### src/rtl/wrxmc_pkg.sv
package wrxmc_pkg;
  // Clock rate
  localparam int CLK_MHZ = 100;
  // Error packet pacing in ms
  localparam int FAST_ERR_MS = 30;
  localparam int SLOW_ERR_MS = 250;
  localparam int FAST_ERR_CYC = FAST_ERR_MS * CLK_MHZ * 1000;
  localparam int SLOW_ERR_CYC = SLOW_ERR_MS * CLK_MHZ * 1000;
  localparam int PACE_W = 25;
  // Packet headers
  localparam logic [7:0] HDR_END_TRANSFER = 8'h02;
  localparam logic [7:0] HDR_ERROR = 8'h03;
  // Reason codes
  localparam logic [7:0] RSN_UNKNOWN = 8'h00;
  localparam logic [7:0] RSN_CHARGE_DONE = 8'h01;
  localparam logic [7:0] RSN_INT_FAULT = 8'h02;
  localparam logic [7:0] RSN_OVER_TEMP = 8'h03;
  localparam logic [7:0] RSN_OVER_VOLT = 8'h04;
  // Fault thresholds
  localparam int TJ_FAULT_C = 150;
  localparam int ILIM_MIN_OHM = 100;
  // Communication limit in mA
  localparam logic [11:0] CL_KNEE_MA = 12'h12C;
  localparam logic [11:0] CL_FIXED_MA = 12'h190;
  localparam logic [11:0] CL_MARGIN_MA = 12'h032;
  // Decoded modes
  typedef enum logic [1:0] {
    WRXMC_ADAPTER_CTRL,
    WRXMC_NO_COMM_LIMIT,
    WRXMC_OTG,
    WRXMC_SHUTDOWN
  } wrxmc_mode_t;
endpackage : wrxmc_pkg

### src/rtl/wrxmc_sync.sv
`timescale 1ns/1ps
module wrxmc_sync #(
  parameter int W = 2
) (
  // Clock and reset
  input wire logic clock,
  input wire logic rst,
  // Async in, sync out
  input wire logic [W-1:0] din,
  output logic [W-1:0] dout
);
  typedef struct packed {
    logic [W-1:0] s1;
    logic [W-1:0] s2;
  } wrxmc_sync_st_t;
  wrxmc_sync_st_t st_q;
  wrxmc_sync_st_t st_d;

  always_comb begin
    st_d.s1 = din;
    st_d.s2 = st_q.s1;
  end

  always_ff @(posedge clock) begin
    if (rst) begin
      st_q <= '0;
    end else begin
      st_q <= st_d;
    end
  end

  assign dout = st_q.s2;
endmodule : wrxmc_sync

### src/rtl/wrxmc_top.sv
`timescale 1ns/1ps
// How it works
// Error packets every 30 ms, then 250 ms
// Overvoltage: regulator off, request lower voltage
// Unsynced or reset mode reads as low
// Mode 00: adapter first, else wireless, limited
// Mode 00, no adapter: switch held off
// Mode 00, adapter present: wireless off, switch on
// Mode 01: comm limit off, both sources
// Mode 01 with both present: wireless wins, since b is always 1 in mode 01
// Mode 10: gate low, OTG on, wireless off
// Mode 11: all off, reason 0x01
// Host drives mode select a actively
// End packet header 0x02 with reason
// Reason 0x00: adapter, OTG, ctrl high, cold
// Reason 0x02: hot junction or low resistance
// Reason 0x03: thermistor hot or ctrl low
// Reason 0x04: rectifier fails to converge
// Power good on while output enabled
// Output off until rectifier converged
// Terminate when any condition during transfer
// Limit 400 mA under 300, else +50
// No reason codes above 0x04
// Mode pins synchronised before decode
module wrxmc_top #(
  parameter int FAST_CYC = wrxmc_pkg::FAST_ERR_CYC,
  parameter int SLOW_CYC = wrxmc_pkg::SLOW_ERR_CYC
) (
  // Clock and reset
  input wire logic clock,
  input wire logic rst,
  // Mode pins from host
  input wire logic mode_select_a,
  input wire logic mode_select_b,
  // Analog comparator flags and output current
  input wire logic adapter_present,
  input wire logic wireless_present,
  input wire logic transfer_active,
  input wire logic input_step,
  input wire logic rectifier_node_at_target,
  input wire logic rectifier_node_over_threshold,
  input wire logic rectifier_node_no_converge,
  input wire logic rectifier_node_noload_converged,
  input wire logic ctrl_high,
  input wire logic ctrl_low,
  input wire logic thermistor_cold,
  input wire logic thermistor_hot,
  input wire logic junction_hot,
  input wire logic ilim_res_low,
  input wire logic [11:0] iout_ma,
  // Packet link
  input wire logic pkt_ready,
  output logic pkt_valid,
  output logic [7:0] pkt_header,
  output logic [7:0] pkt_data,
  // Power path controls and status
  output logic adapter_switch_on,
  output logic wireless_enable,
  output logic regulator_enable,
  output logic otg_enable,
  output logic comm_limit_enable,
  output logic [11:0] comm_limit_ma,
  output logic power_good_out_o,
  output logic power_good_out_oe,
  output logic [7:0] end_reason,
  output logic end_reason_valid
);
  import wrxmc_pkg::*;

  typedef enum logic [1:0] {
    WRXMC_IDLE,
    WRXMC_FAST,
    WRXMC_SLOW
  } wrxmc_pace_t;

  typedef struct packed {
    wrxmc_pace_t pace;
    logic [PACE_W-1:0] cnt;
    logic err_pend;
    logic end_sent;
    logic pkt_valid;
    logic [7:0] pkt_header;
    logic [7:0] pkt_data;
    logic adapter_switch_on;
    logic wireless_enable;
    logic regulator_enable;
    logic otg_enable;
    logic comm_limit_enable;
    logic [11:0] comm_limit_ma;
    logic pg;
    logic [7:0] end_reason;
    logic end_reason_valid;
  } wrxmc_st_t;

  wrxmc_st_t st_q;
  wrxmc_st_t st_d;
  logic [1:0] mode_sync;
  wrxmc_mode_t mode;
  logic [7:0] reason;
  logic reason_valid;

  // Reset forces low like pulldowns
  wrxmc_sync #(.W(2)) u_sync (
    .clock(clock),
    .rst(rst),
    .din({mode_select_a, mode_select_b}),
    .dout(mode_sync)
  );

  assign mode = wrxmc_mode_t'(mode_sync);

  function automatic logic [11:0] comm_limit(input logic [11:0] iout);
    if (iout < CL_KNEE_MA) begin
      comm_limit = CL_FIXED_MA;
    end else begin
      comm_limit = 12'(iout + CL_MARGIN_MA);
    end
  endfunction : comm_limit

  // Reason selection in priority order
  always_comb begin
    reason = RSN_UNKNOWN;
    reason_valid = 1'b1;
    if (mode == WRXMC_SHUTDOWN) begin
      reason = RSN_CHARGE_DONE;
    end else if (junction_hot || ilim_res_low) begin
      reason = RSN_INT_FAULT;
    end else if (thermistor_hot || ctrl_low) begin
      reason = RSN_OVER_TEMP;
    end else if (rectifier_node_no_converge) begin
      reason = RSN_OVER_VOLT;
    end else if (adapter_present || mode == WRXMC_OTG || ctrl_high
                 || thermistor_cold) begin
      reason = RSN_UNKNOWN;
    end else begin
      reason_valid = 1'b0;
    end
  end

  always_comb begin
    logic terminate;
    logic wired_first;
    logic [PACE_W-1:0] period;
    logic err_tick;
    terminate = 1'b0;
    wired_first = 1'b0;
    period = '0;
    err_tick = 1'b0;
    st_d = st_q;
    st_d.end_reason = reason;
    st_d.end_reason_valid = reason_valid;
    terminate = reason_valid && transfer_active;
    // Mode decode
    st_d.otg_enable = 1'b0;
    st_d.comm_limit_enable = 1'b0;
    st_d.adapter_switch_on = 1'b0;
    st_d.wireless_enable = 1'b0;
    unique case (mode)
      WRXMC_ADAPTER_CTRL: begin
        st_d.comm_limit_enable = 1'b1;
        st_d.adapter_switch_on = adapter_present;
        st_d.wireless_enable = !adapter_present && wireless_present;
      end
      WRXMC_NO_COMM_LIMIT: begin
        wired_first = !mode_sync[0];
        st_d.adapter_switch_on = adapter_present && (wired_first || !wireless_present);
        st_d.wireless_enable = wireless_present && !(wired_first && adapter_present);
      end
      WRXMC_OTG: begin
        st_d.otg_enable = 1'b1;
      end
      WRXMC_SHUTDOWN: begin
        st_d.wireless_enable = 1'b0;
      end
    endcase
    st_d.comm_limit_ma = comm_limit(iout_ma);
    // Output enable gating
    st_d.regulator_enable = st_q.wireless_enable && rectifier_node_noload_converged
                            && !rectifier_node_over_threshold && !terminate;
    st_d.pg = st_q.regulator_enable;
    // Error packet pacing
    unique case (st_q.pace)
      WRXMC_IDLE: begin
        if (transfer_active && (input_step || rectifier_node_over_threshold)) begin
          st_d.pace = WRXMC_FAST;
          st_d.cnt = '0;
          st_d.err_pend = 1'b1;
          err_tick = 1'b1;
        end
      end
      WRXMC_FAST, WRXMC_SLOW: begin
        period = (st_q.pace == WRXMC_FAST) ? PACE_W'(FAST_CYC - 1) : PACE_W'(SLOW_CYC - 1);
        if (st_q.pace == WRXMC_FAST && rectifier_node_at_target && !rectifier_node_over_threshold) begin
          st_d.pace = WRXMC_SLOW;
          st_d.cnt = '0;
        end else if (st_q.cnt >= period) begin
          st_d.cnt = '0;
          st_d.err_pend = 1'b1;
          err_tick = 1'b1;
        end else begin
          st_d.cnt = st_q.cnt + 1'b1;
        end
        if (!transfer_active) begin
          st_d.pace = WRXMC_IDLE;
          st_d.err_pend = 1'b0;
          err_tick = 1'b0;
        end
      end
      default: st_d.pace = WRXMC_IDLE;
    endcase
    if (!transfer_active) begin
      st_d.end_sent = 1'b0;
    end
    // Packet emitter: end packet first
    if (st_q.pkt_valid) begin
      if (pkt_ready) begin
        st_d.pkt_valid = 1'b0;
      end
    end else if (terminate && !st_q.end_sent) begin
      st_d.pkt_valid = 1'b1;
      st_d.pkt_header = HDR_END_TRANSFER;
      st_d.pkt_data = reason;
      st_d.end_sent = 1'b1;
    end else if (st_q.err_pend) begin
      st_d.pkt_valid = 1'b1;
      st_d.pkt_header = HDR_ERROR;
      st_d.pkt_data = rectifier_node_over_threshold ? 8'h80 : 8'h00;
      st_d.err_pend = err_tick;
    end
  end

  always_ff @(posedge clock) begin
    if (rst) begin
      st_q <= '0;
    end else begin
      st_q <= st_d;
    end
  end

  assign pkt_valid = st_q.pkt_valid;
  assign pkt_header = st_q.pkt_header;
  assign pkt_data = st_q.pkt_data;
  assign adapter_switch_on = st_q.adapter_switch_on;
  assign wireless_enable = st_q.wireless_enable;
  assign regulator_enable = st_q.regulator_enable;
  assign otg_enable = st_q.otg_enable;
  assign comm_limit_enable = st_q.comm_limit_enable;
  assign comm_limit_ma = st_q.comm_limit_ma;
  assign power_good_out_o = 1'b0;
  assign power_good_out_oe = st_q.pg;
  assign end_reason = st_q.end_reason;
  assign end_reason_valid = st_q.end_reason_valid;

  a_shutdown_reason: assert property (@(posedge clock) disable iff (rst)
    mode == WRXMC_SHUTDOWN |=> end_reason == RSN_CHARGE_DONE && end_reason_valid)
    else $error("shutdown reason wrong");
  a_reason_range: assert property (@(posedge clock) disable iff (rst)
    end_reason <= RSN_OVER_VOLT) else $error("reason above overvoltage");
  a_otg_gate: assert property (@(posedge clock) disable iff (rst)
    mode == WRXMC_OTG |=> !adapter_switch_on && otg_enable && !wireless_enable)
    else $error("otg mode outputs wrong");
  a_adapter_sw: assert property (@(posedge clock) disable iff (rst)
    mode == WRXMC_ADAPTER_CTRL && adapter_present |=> adapter_switch_on && !wireless_enable)
    else $error("adapter not connected");
  a_noload_gate: assert property (@(posedge clock) disable iff (rst)
    regulator_enable |-> $past(rectifier_node_noload_converged)) else $error("output early");
  a_pg_follow: assert property (@(posedge clock) disable iff (rst)
    regulator_enable |=> power_good_out_oe) else $error("power good missing");
  a_ovp_off: assert property (@(posedge clock) disable iff (rst)
    rectifier_node_over_threshold |=> !regulator_enable) else $error("regulator on in ovp");
  a_comm_fixed: assert property (@(posedge clock) disable iff (rst)
    iout_ma < CL_KNEE_MA |=> comm_limit_ma == CL_FIXED_MA) else $error("limit not fixed");
  a_end_header: assert property (@(posedge clock) disable iff (rst)
    $rose(st_q.end_sent) |-> pkt_valid && pkt_header == HDR_END_TRANSFER)
    else $error("end packet header wrong");
  c_end_pkt: cover property (@(posedge clock) pkt_valid && pkt_header == HDR_END_TRANSFER);
  c_slow_pace: cover property (@(posedge clock) st_q.pace == WRXMC_SLOW);
  c_otg: cover property (@(posedge clock) otg_enable);
  c_fast_pace: cover property (@(posedge clock) st_q.pace == WRXMC_FAST);
  a_nolimit_mode: assert property (@(posedge clock) disable iff (rst)
    mode == WRXMC_NO_COMM_LIMIT |=> !comm_limit_enable && !otg_enable)
    else $error("comm limit on in mode 01");
  a_wireless_prio: assert property (@(posedge clock) disable iff (rst)
    mode == WRXMC_NO_COMM_LIMIT && wireless_present |=> wireless_enable && !adapter_switch_on)
    else $error("wireless priority lost");
  a_shutdown_off: assert property (@(posedge clock) disable iff (rst)
    mode == WRXMC_SHUTDOWN |=> !wireless_enable && !adapter_switch_on && !otg_enable)
    else $error("power path on in shutdown");
  a_switch_off: assert property (@(posedge clock) disable iff (rst)
    mode == WRXMC_ADAPTER_CTRL && !adapter_present |=> !adapter_switch_on)
    else $error("adapter switch on with no adapter");
  a_comm_track: assert property (@(posedge clock) disable iff (rst)
    iout_ma >= CL_KNEE_MA |=> comm_limit_ma == 12'($past(iout_ma) + CL_MARGIN_MA))
    else $error("limit not tracking");
  a_end_data: assert property (@(posedge clock) disable iff (rst)
    $rose(st_q.end_sent) |-> pkt_data == end_reason) else $error("end packet reason wrong");
  a_pace_stop: assert property (@(posedge clock) disable iff (rst)
    !transfer_active |=> st_q.pace == WRXMC_IDLE) else $error("pacing without transfer");
  a_term_stop: assert property (@(posedge clock) disable iff (rst)
    reason_valid && transfer_active |=> !regulator_enable) else $error("output on after end");
endmodule : wrxmc_top

### config.mk
export PLATFORM = sky130hd
export DESIGN_NAME = wrxmc_top
export DESIGN_NICKNAME = d
export VERILOG_FILES = /design/src/rtl/wrxmc_pkg.sv /design/src/rtl/wrxmc_sync.sv /design/src/rtl/wrxmc_top.sv
export SDC_FILE = /design/constraint.sdc
export NUM_CORES = 1
export LEC_CHECK = 0
export BUFFER_PORTS_ARGS = -buffer_cell sky130_fd_sc_hd__buf_4
export CAP_MARGIN = 10
export CORE_MARGIN = 2
export CORE_UTILIZATION = 45
export DETAILED_ROUTE_END_ITERATION = 10
export GPL_TIMING_DRIVEN = 0
export PLACE_DENSITY = 0.68
export SYNTH_ARGS = -nofsm -noshare
export SYNTH_HDL_FRONTEND = slang
export SYNTH_SLANG_ARGS = --single-unit
### constraint.sdc
create_clock -name clock -period 4.6 [get_ports clock]
set_input_delay 0.69 -clock clock [delete_from_list [all_inputs] [get_ports clock]]
set_output_delay 0.69 -clock clock [all_outputs]
set_load 0.02 [all_outputs]
Word-level counts from Yosys, hierarchy flattened
Cells that the tools add are included.
{"block": "word_totals", "wordCells": 106, "out_inout_bits": 45, "in_bits": 31, "regBits": 77}
{"block": "op_classes", "order_cmp": 2, "mux": 40, "n_reduce_logical": 35, "n_bitwise": 1, "eq_ne": 7, "add_sub_neg": 2}
{"op": "two-way mux 25 bit", "count": 3}
{"op": "case mux 26 bit (2 select lines)", "count": 1}
{"op": "two-way mux 17 bit", "count": 2}
{"op": "two-way mux 28 bit", "count": 1}
{"op": "adder 25 x 1 -> 25 bit, second input constant", "count": 1}
{"op": ">= comparator 25 bit", "count": 1}
{"op": "two-way mux 1 bit", "count": 20}
{"op": "adder 12 x 6 -> 12 bit, second input constant", "count": 1}
{"op": "logical AND 1 bit", "count": 12}
{"op": "< comparator 12 x 9 -> 1 bit, second input constant", "count": 1}
{"op": "two-way mux 3 bit", "count": 4}
{"op": "two-way mux 9 bit", "count": 1}
{"op": "two-way mux 8 bit", "count": 1}
{"op": "logical NOT 1 bit", "count": 7}
{"op": "logical OR 1 bit", "count": 7}
{"op": "== test 2 bit, second input constant", "count": 3}
{"op": "two-way mux 2 bit", "count": 3}
{"op": "case mux 1 bit (2 select lines)", "count": 3}
{"op": "AND reduction 2 bit", "count": 3}
{"op": "== test 2 x 1 -> 1 bit, second input constant", "count": 2}
{"op": "logical NOT 2 bit", "count": 2}
{"op": "case mux 2 bit (2 select lines)", "count": 1}
{"op": "nonzero test 2 bit", "count": 2}
{"op": "OR reduction 2 bit", "count": 2}
{"op": "3 further kinds", "count": 3}

Logic depth before layout (Yosys ltp)
{"block": "depth", "word_depth": 13, "depth_mapped": 13, "depth_no_buf": 10}

By module
From an unflattened synthesis, not the netlist that was laid out.
{"block": "hier_totals", "cells_unflattened": 406, "hier_area_um2": 3343.2}
{"module": "wrxmc_top", "area_each_um2": 3238.1, "seq_area_each_um2": 1161.1, "cells_each": 398, "instances": 1}
{"module": "wrxmc_sync", "area_each_um2": 105.1, "seq_area_each_um2": 80.1, "cells_each": 8, "instances": 1}

Worst setup path after synthesis
Ideal clock, no wire load.
{"block": "synth_timing", "kind": "reg-to-reg", "startpoint": "reg st_q[72] (netlist name)", "endpoint": "reg st_q[55] (netlist name)", "path_buffers": 3, "stages_incl_launch_ff": 12, "t_required_ns": 4.478, "arrival_ns": 2.542, "synth_period_minus_slack_ns": 2.664, "setup_time_ns": 0.122, "slack_ns": 1.936, "cell_sequence": "dfxtp_1 -> inv_1 -> ha_1 -> buf_4 -> or3b_1 -> a211o_1 -> or4_1 -> o21ba_1 -> buf_6 -> buf_8 -> nor3_1 -> a221o_1"}
{"block": "synth_via", "elab_chain_len": 6, "elab_cells_between_ends": 14, "classes_between": "order compare (1); eq/ne (3); mux (4); reduce/logical (6)"}
{"item": "start, declared", "line": "wrxmc_top.sv:95", "source": "wrxmc_st_t st_q;"}
{"item": "start signal, assigned", "line": "wrxmc_top.sv:236", "source": "st_q <= st_d;"}
{"item": "== test 2 x 1 -> 1 bit"}
{"item": "two-way mux 25 bit", "line": "wrxmc_top.sv:192", "source": "period = (st_q.pace == WRXMC_FAST) ? PACE_W'(FAST_CYC - 1) : PACE_W'(SLOW_CYC - 1);"}
{"item": ">= comparator 25 bit", "line": "wrxmc_top.sv:196", "source": "end else if (st_q.cnt >= period) begin"}
{"item": "two-way mux 25 bit", "line": "wrxmc_top.sv:196"}
{"item": "two-way mux 25 bit", "line": "wrxmc_top.sv:193", "source": "if (st_q.pace == WRXMC_FAST && rectifier_node_at_target && !rectifier_node_over_threshold) begin"}
{"item": "case mux 26 bit (2 select lines)", "line": "wrxmc_top.sv:182", "source": "unique case (st_q.pace)"}
Several ways; a longest one is shown, not always the timed one.
A chain may end at the register's enable or synchronous reset.

Worst setup path in the final report
{"block": "layout_timing", "startpoint": "reg st_q[72] (netlist name)", "endpoint": "reg st_q[53] (netlist name)"}
The elaborated chain is that of the path after synthesis.

==> metrics.md <==
| Metric | Value |
|---|---|
| Clock Sink Count | between 60 and 70 |
| Number of cells traversed by the worst hold path | 1 |
| Total wire length | 7.92 mm |
| Filler Cell Count | 694 |
| Leakage | 1.76 nW |
| Die area | 0.00818 mm2 |
| Die extent in y | 90.4 um |
| Yosys cell types | 63 |
| Most frequent standard cell in the layout excluding fill and tap cells | buf_4 |
| Adder and majority gate portion of the synthesized area | 3.72% |
| Total clock buffers created by CTS | 9 |
| Wire length per cell | 13.3 um |
| Fraction of the mapped netlist area in simple logic gates | a little under a quarter |
| Maximum VDD drop | 0.169 mV |
| Maximum fanout along the worst path | 10 |
| Hold Crit Start | u_sync.st_d[0] |
| Clock latency reported for the late side of the worst-skew pair | 0.34 ns |
| Number of standard cells in the layout, taps in and fillers out | 595 |
| All-Layer GR Usage | about a fifth |
| Count of instances resized after the clock tree is built | 0 |
| Commonest cells after routing, fill and taps aside | buf_4 (97), dfxtp_1 (62), nand2_1 (39), nor2_1 (27), a21oi_1 (24) |
| Count of flip-flops with a built-in enable after synthesis | 0 |
| Number of synthesized register bits | 62 |
| Fraction of the mapped netlist area in compound gates | 19.9% |
| Ranking of synthesized cells by area | dfxtp_1 (37%), buf_4 (8.5%), nand2_1 (4.4%) |
| Number of nets still failing antenna checks after routing | 0 |
| Worst Hold Class | flip-flop to flip-flop |
| Critical Setup Path Class | flip-flop to flip-flop |
| Top-level I/O count | 76 |
| Setup repair bufs after CTS | 0 |
| Setup slack, reg-to-reg | ~1.5 ns |
| Syn avg cell area | 8.28 um2 |
| Arrival time at the worst endpoint | 3.33 ns |
| FF-to-FF Start | st_q[72] |
| Sequential-to-total area share from yosys stat | 36.9% |
| Hold Violations, Final | 0 |
| Required @ worst endpoint | between 4 and 5 ns |
| Part of the cycle the worst path needs | 66.8% |
| Setup repair after global routing missed its margin | false |
| Routed via count | approximately 3200 |
| Dominant combinational cell family by area after synthesis | simple AND/OR/NAND/NOR gates |
| R2R cell count | 11 |
| Final-report setup violation count | 0 |
| Setup TNS after final layout | 0 ns |
| Syn Inst Count | 406 |
| Async SR Flop Fraction | 0% |
| Max Clk Rate | 325 MHz |
| TritonCTS clock tree | done |
| Post-Route Skew | 0.00808 ns |
| Xor and xnor area share after synthesis | between 2 and 2.5% |
| Max-slew headroom | 36.7% |
| Number of global-route vias before repair | a little under 3000 |
| Power density relative to cell area | ~300 mW/mm2 |
| Portion of synthesized cell area occupied by the leading cell type | 36.9% |
| Pin count of the biggest net entering global routing | 13 |
| Placeable Area | 0.00725 mm2 |
| Multiplexer fraction of the synthesized cell area | 0.633% |
| Hold Path Sink | u_sync.dout[0] |
| Initial standard-cell utilization of the core | 46.4% |
| Clock Path Buffers | 2 |
| Weighted congestion reported at the end of routability-driven placement | 0.883 |
| Antenna violations before repair | 0 |
| Largest area contributor in the netlist | dfxtp_1 |
| Wire length of the first global-routing pass | about 14 mm |
| Area added between synthesis and finish | 24.7% |
| Result of the run | finished clean |
| Antenna diode instance count | 0 |
| Master cell of the clock root buffer | clkbuf_8 |
| Most frequently used flop master after synthesis | dfxtp_1 |
| Nature of the critical path endpoint | flip-flop |
| Number of maximum-capacitance violations | 0 |
| Number of hold buffers added after CTS | 0 |
| Final global-route overflow total | 0 |
| Final #Nets | 532 |
| Cell total after placement | 579 |
| Die Wd | 90.4 um |
| I/O Buffers | 59 |
| Depth of the CTS H-tree | 3 |
| R2R Path End | st_q[53] |
| DR DRC count | 0 |
| First-pass detailed-route iteration total | 5 |
| Num rows | 31 |
| Shortest clock period the worst path allows after layout | 3.07 ns |
| Via-to-Cell Ratio | 5.32 |
| Count of yosys warnings during synthesis | 0 |
| DRT iter0 DRCs | 154 |
| Dpl hpwl | 5.85 mm |
| Number of pins exceeding their max-slew limit in the final report | 0 |
| Total standard cell area after synthesis | 0.00336 mm2 |
| Worst Tran Pin Value | around 0.94 ns |
| Fraction of layout instances using a drive strength above 1 | between 20% and 30% |
| Critical path startpoint category | flip-flop |
| Clock-pin slew on the worst setup and hold paths | 0.08 ns |
-- cell usage after synthesis, drive strengths merged (5+ instances only) --
| library cell | n |
|---|---|
| and3 | 7 |
| ha | 10 |
| xnor2 | 5 |
| o21ai | 14 |
| nor2b | 6 |
| a31oi | 14 |
| a221o | 6 |
| buf | 42 |
| or4 | 6 |
| clkbuf | 10 |
| nor2 | 28 |
| a21o | 5 |
| nand3 | 11 |
| nor3 | 16 |
| inv | 20 |
| dfxtp | 62 |
| nand4 | 10 |
| nand2 | 39 |
| a21oi | 24 |
-- metal layers --
layer / GRT usage, % / routed length (um) / vias up
met3: 3.26 / 397 / 10
met2: 32.0 / 3730 / 83
met1: 27.2 / 3680 / 1483
li1: - / - / 1588
met4: 8.85 / 115 / 0
met5: 0 / 0 / -
-- where the power goes --
part | total, mW | internal, mW | switching, mW
sequential | 0.569 | 0.558 | 0.0113
combinational | 0.206 | 0.0955 | 0.110
clock | 0.498 | 0.268 | 0.231
total | 1.27 | 0.921 | 0.352
-- critical path: stages (launching register included) --
cell       delay, ns
dfxtp_1         0.32
inv_1           0.13
ha_1            0.17
buf_4           0.16
inv_1           0.13
ha_1            0.21
or3_1           0.31
o311a_1         0.39
o21bai_2        0.36
clkbuf_1        0.49
a31oi_1         0.15
o2bb2ai_1       0.18
-- registers in the layout, indices dropped and copies added, names as in the netlist --
name	count
regulator_enable	1
comm_limit_ma	12
st_q	29
u_sync.dout	2
end_reason	3
wireless_enable	1
power_good_out_oe	1
pkt_header	2
end_reason_valid	1
pkt_data	4
otg_enable	1
pkt_valid	1
u_sync.st_d	2
comm_limit_enable	1
adapter_switch_on	1
-- worst max-delay path by stage --
| stage | slack, ns | from | depth (start not counted) | to |
|---|---|---|---|---|
| 6_report | 1.53 | st_q[72] | 11 | st_q[53] |
| 5_1_grt | 1.35 | st_q[72] | 11 | st_q[53] |
| 4_1_cts | 1.53 | st_q[72] | 11 | st_q[53] |
| 3_5_place_dp | 1.58 | st_q[72] | 11 | st_q[53] |
| 3_3_place_gp | 1.64 | st_q[72] | 11 | st_q[54] |
| 2_1_floorplan | 1.94 | st_q[72] | 11 | st_q[55] |
-- cell families (layout without fill, tap and decap cells) --
logic type / after synthesis / count (layout)
other cells: 1 / 16
simple gates: 153 / 153
fa+ha+maj: 10 / 10
buf+inv: 72 / 147
compound gates: 97 / 97
xor+xnor: 9 / 9
flops: 62 / 62
mux: 2 / 2
-- area by class of cell --
cell class	instances	area [um2]	share of cell area, %
Buffer	52	358	8.53
Clock buffer	10	138	3.28
Clock inverter	6	71.3	1.70
Inverter	20	75.1	1.79
Multi-Input combinational cell	287	1740	41.6
Sequential cell	62	1240	29.6
Tap cell	99	124	2.95
Timing Repair Buffer	59	443	10.6
-- stage by stage --
step / setup slack, ns / instance area, um2 / utilization, % / power, mW / hold slack, ns
6_report: 1.53 / 4190 / 57.8 / 1.27 / 0.441
5_1_grt: 1.35 / 4190 / 57.8 / 1.33 / 0.458
4_1_cts: 1.53 / 4190 / 57.8 / 1.28 / 0.442
3_5_place_dp: 1.58 / 3990 / 54.9 / 0.786 / 0.423
3_3_place_gp: 1.64 / 3990 / 54.9 / 0.783 / 0.423
2_1_floorplan: 1.94 / 3420 / - / 0.713 / 0.414
(Power assumes the default switching activity.)
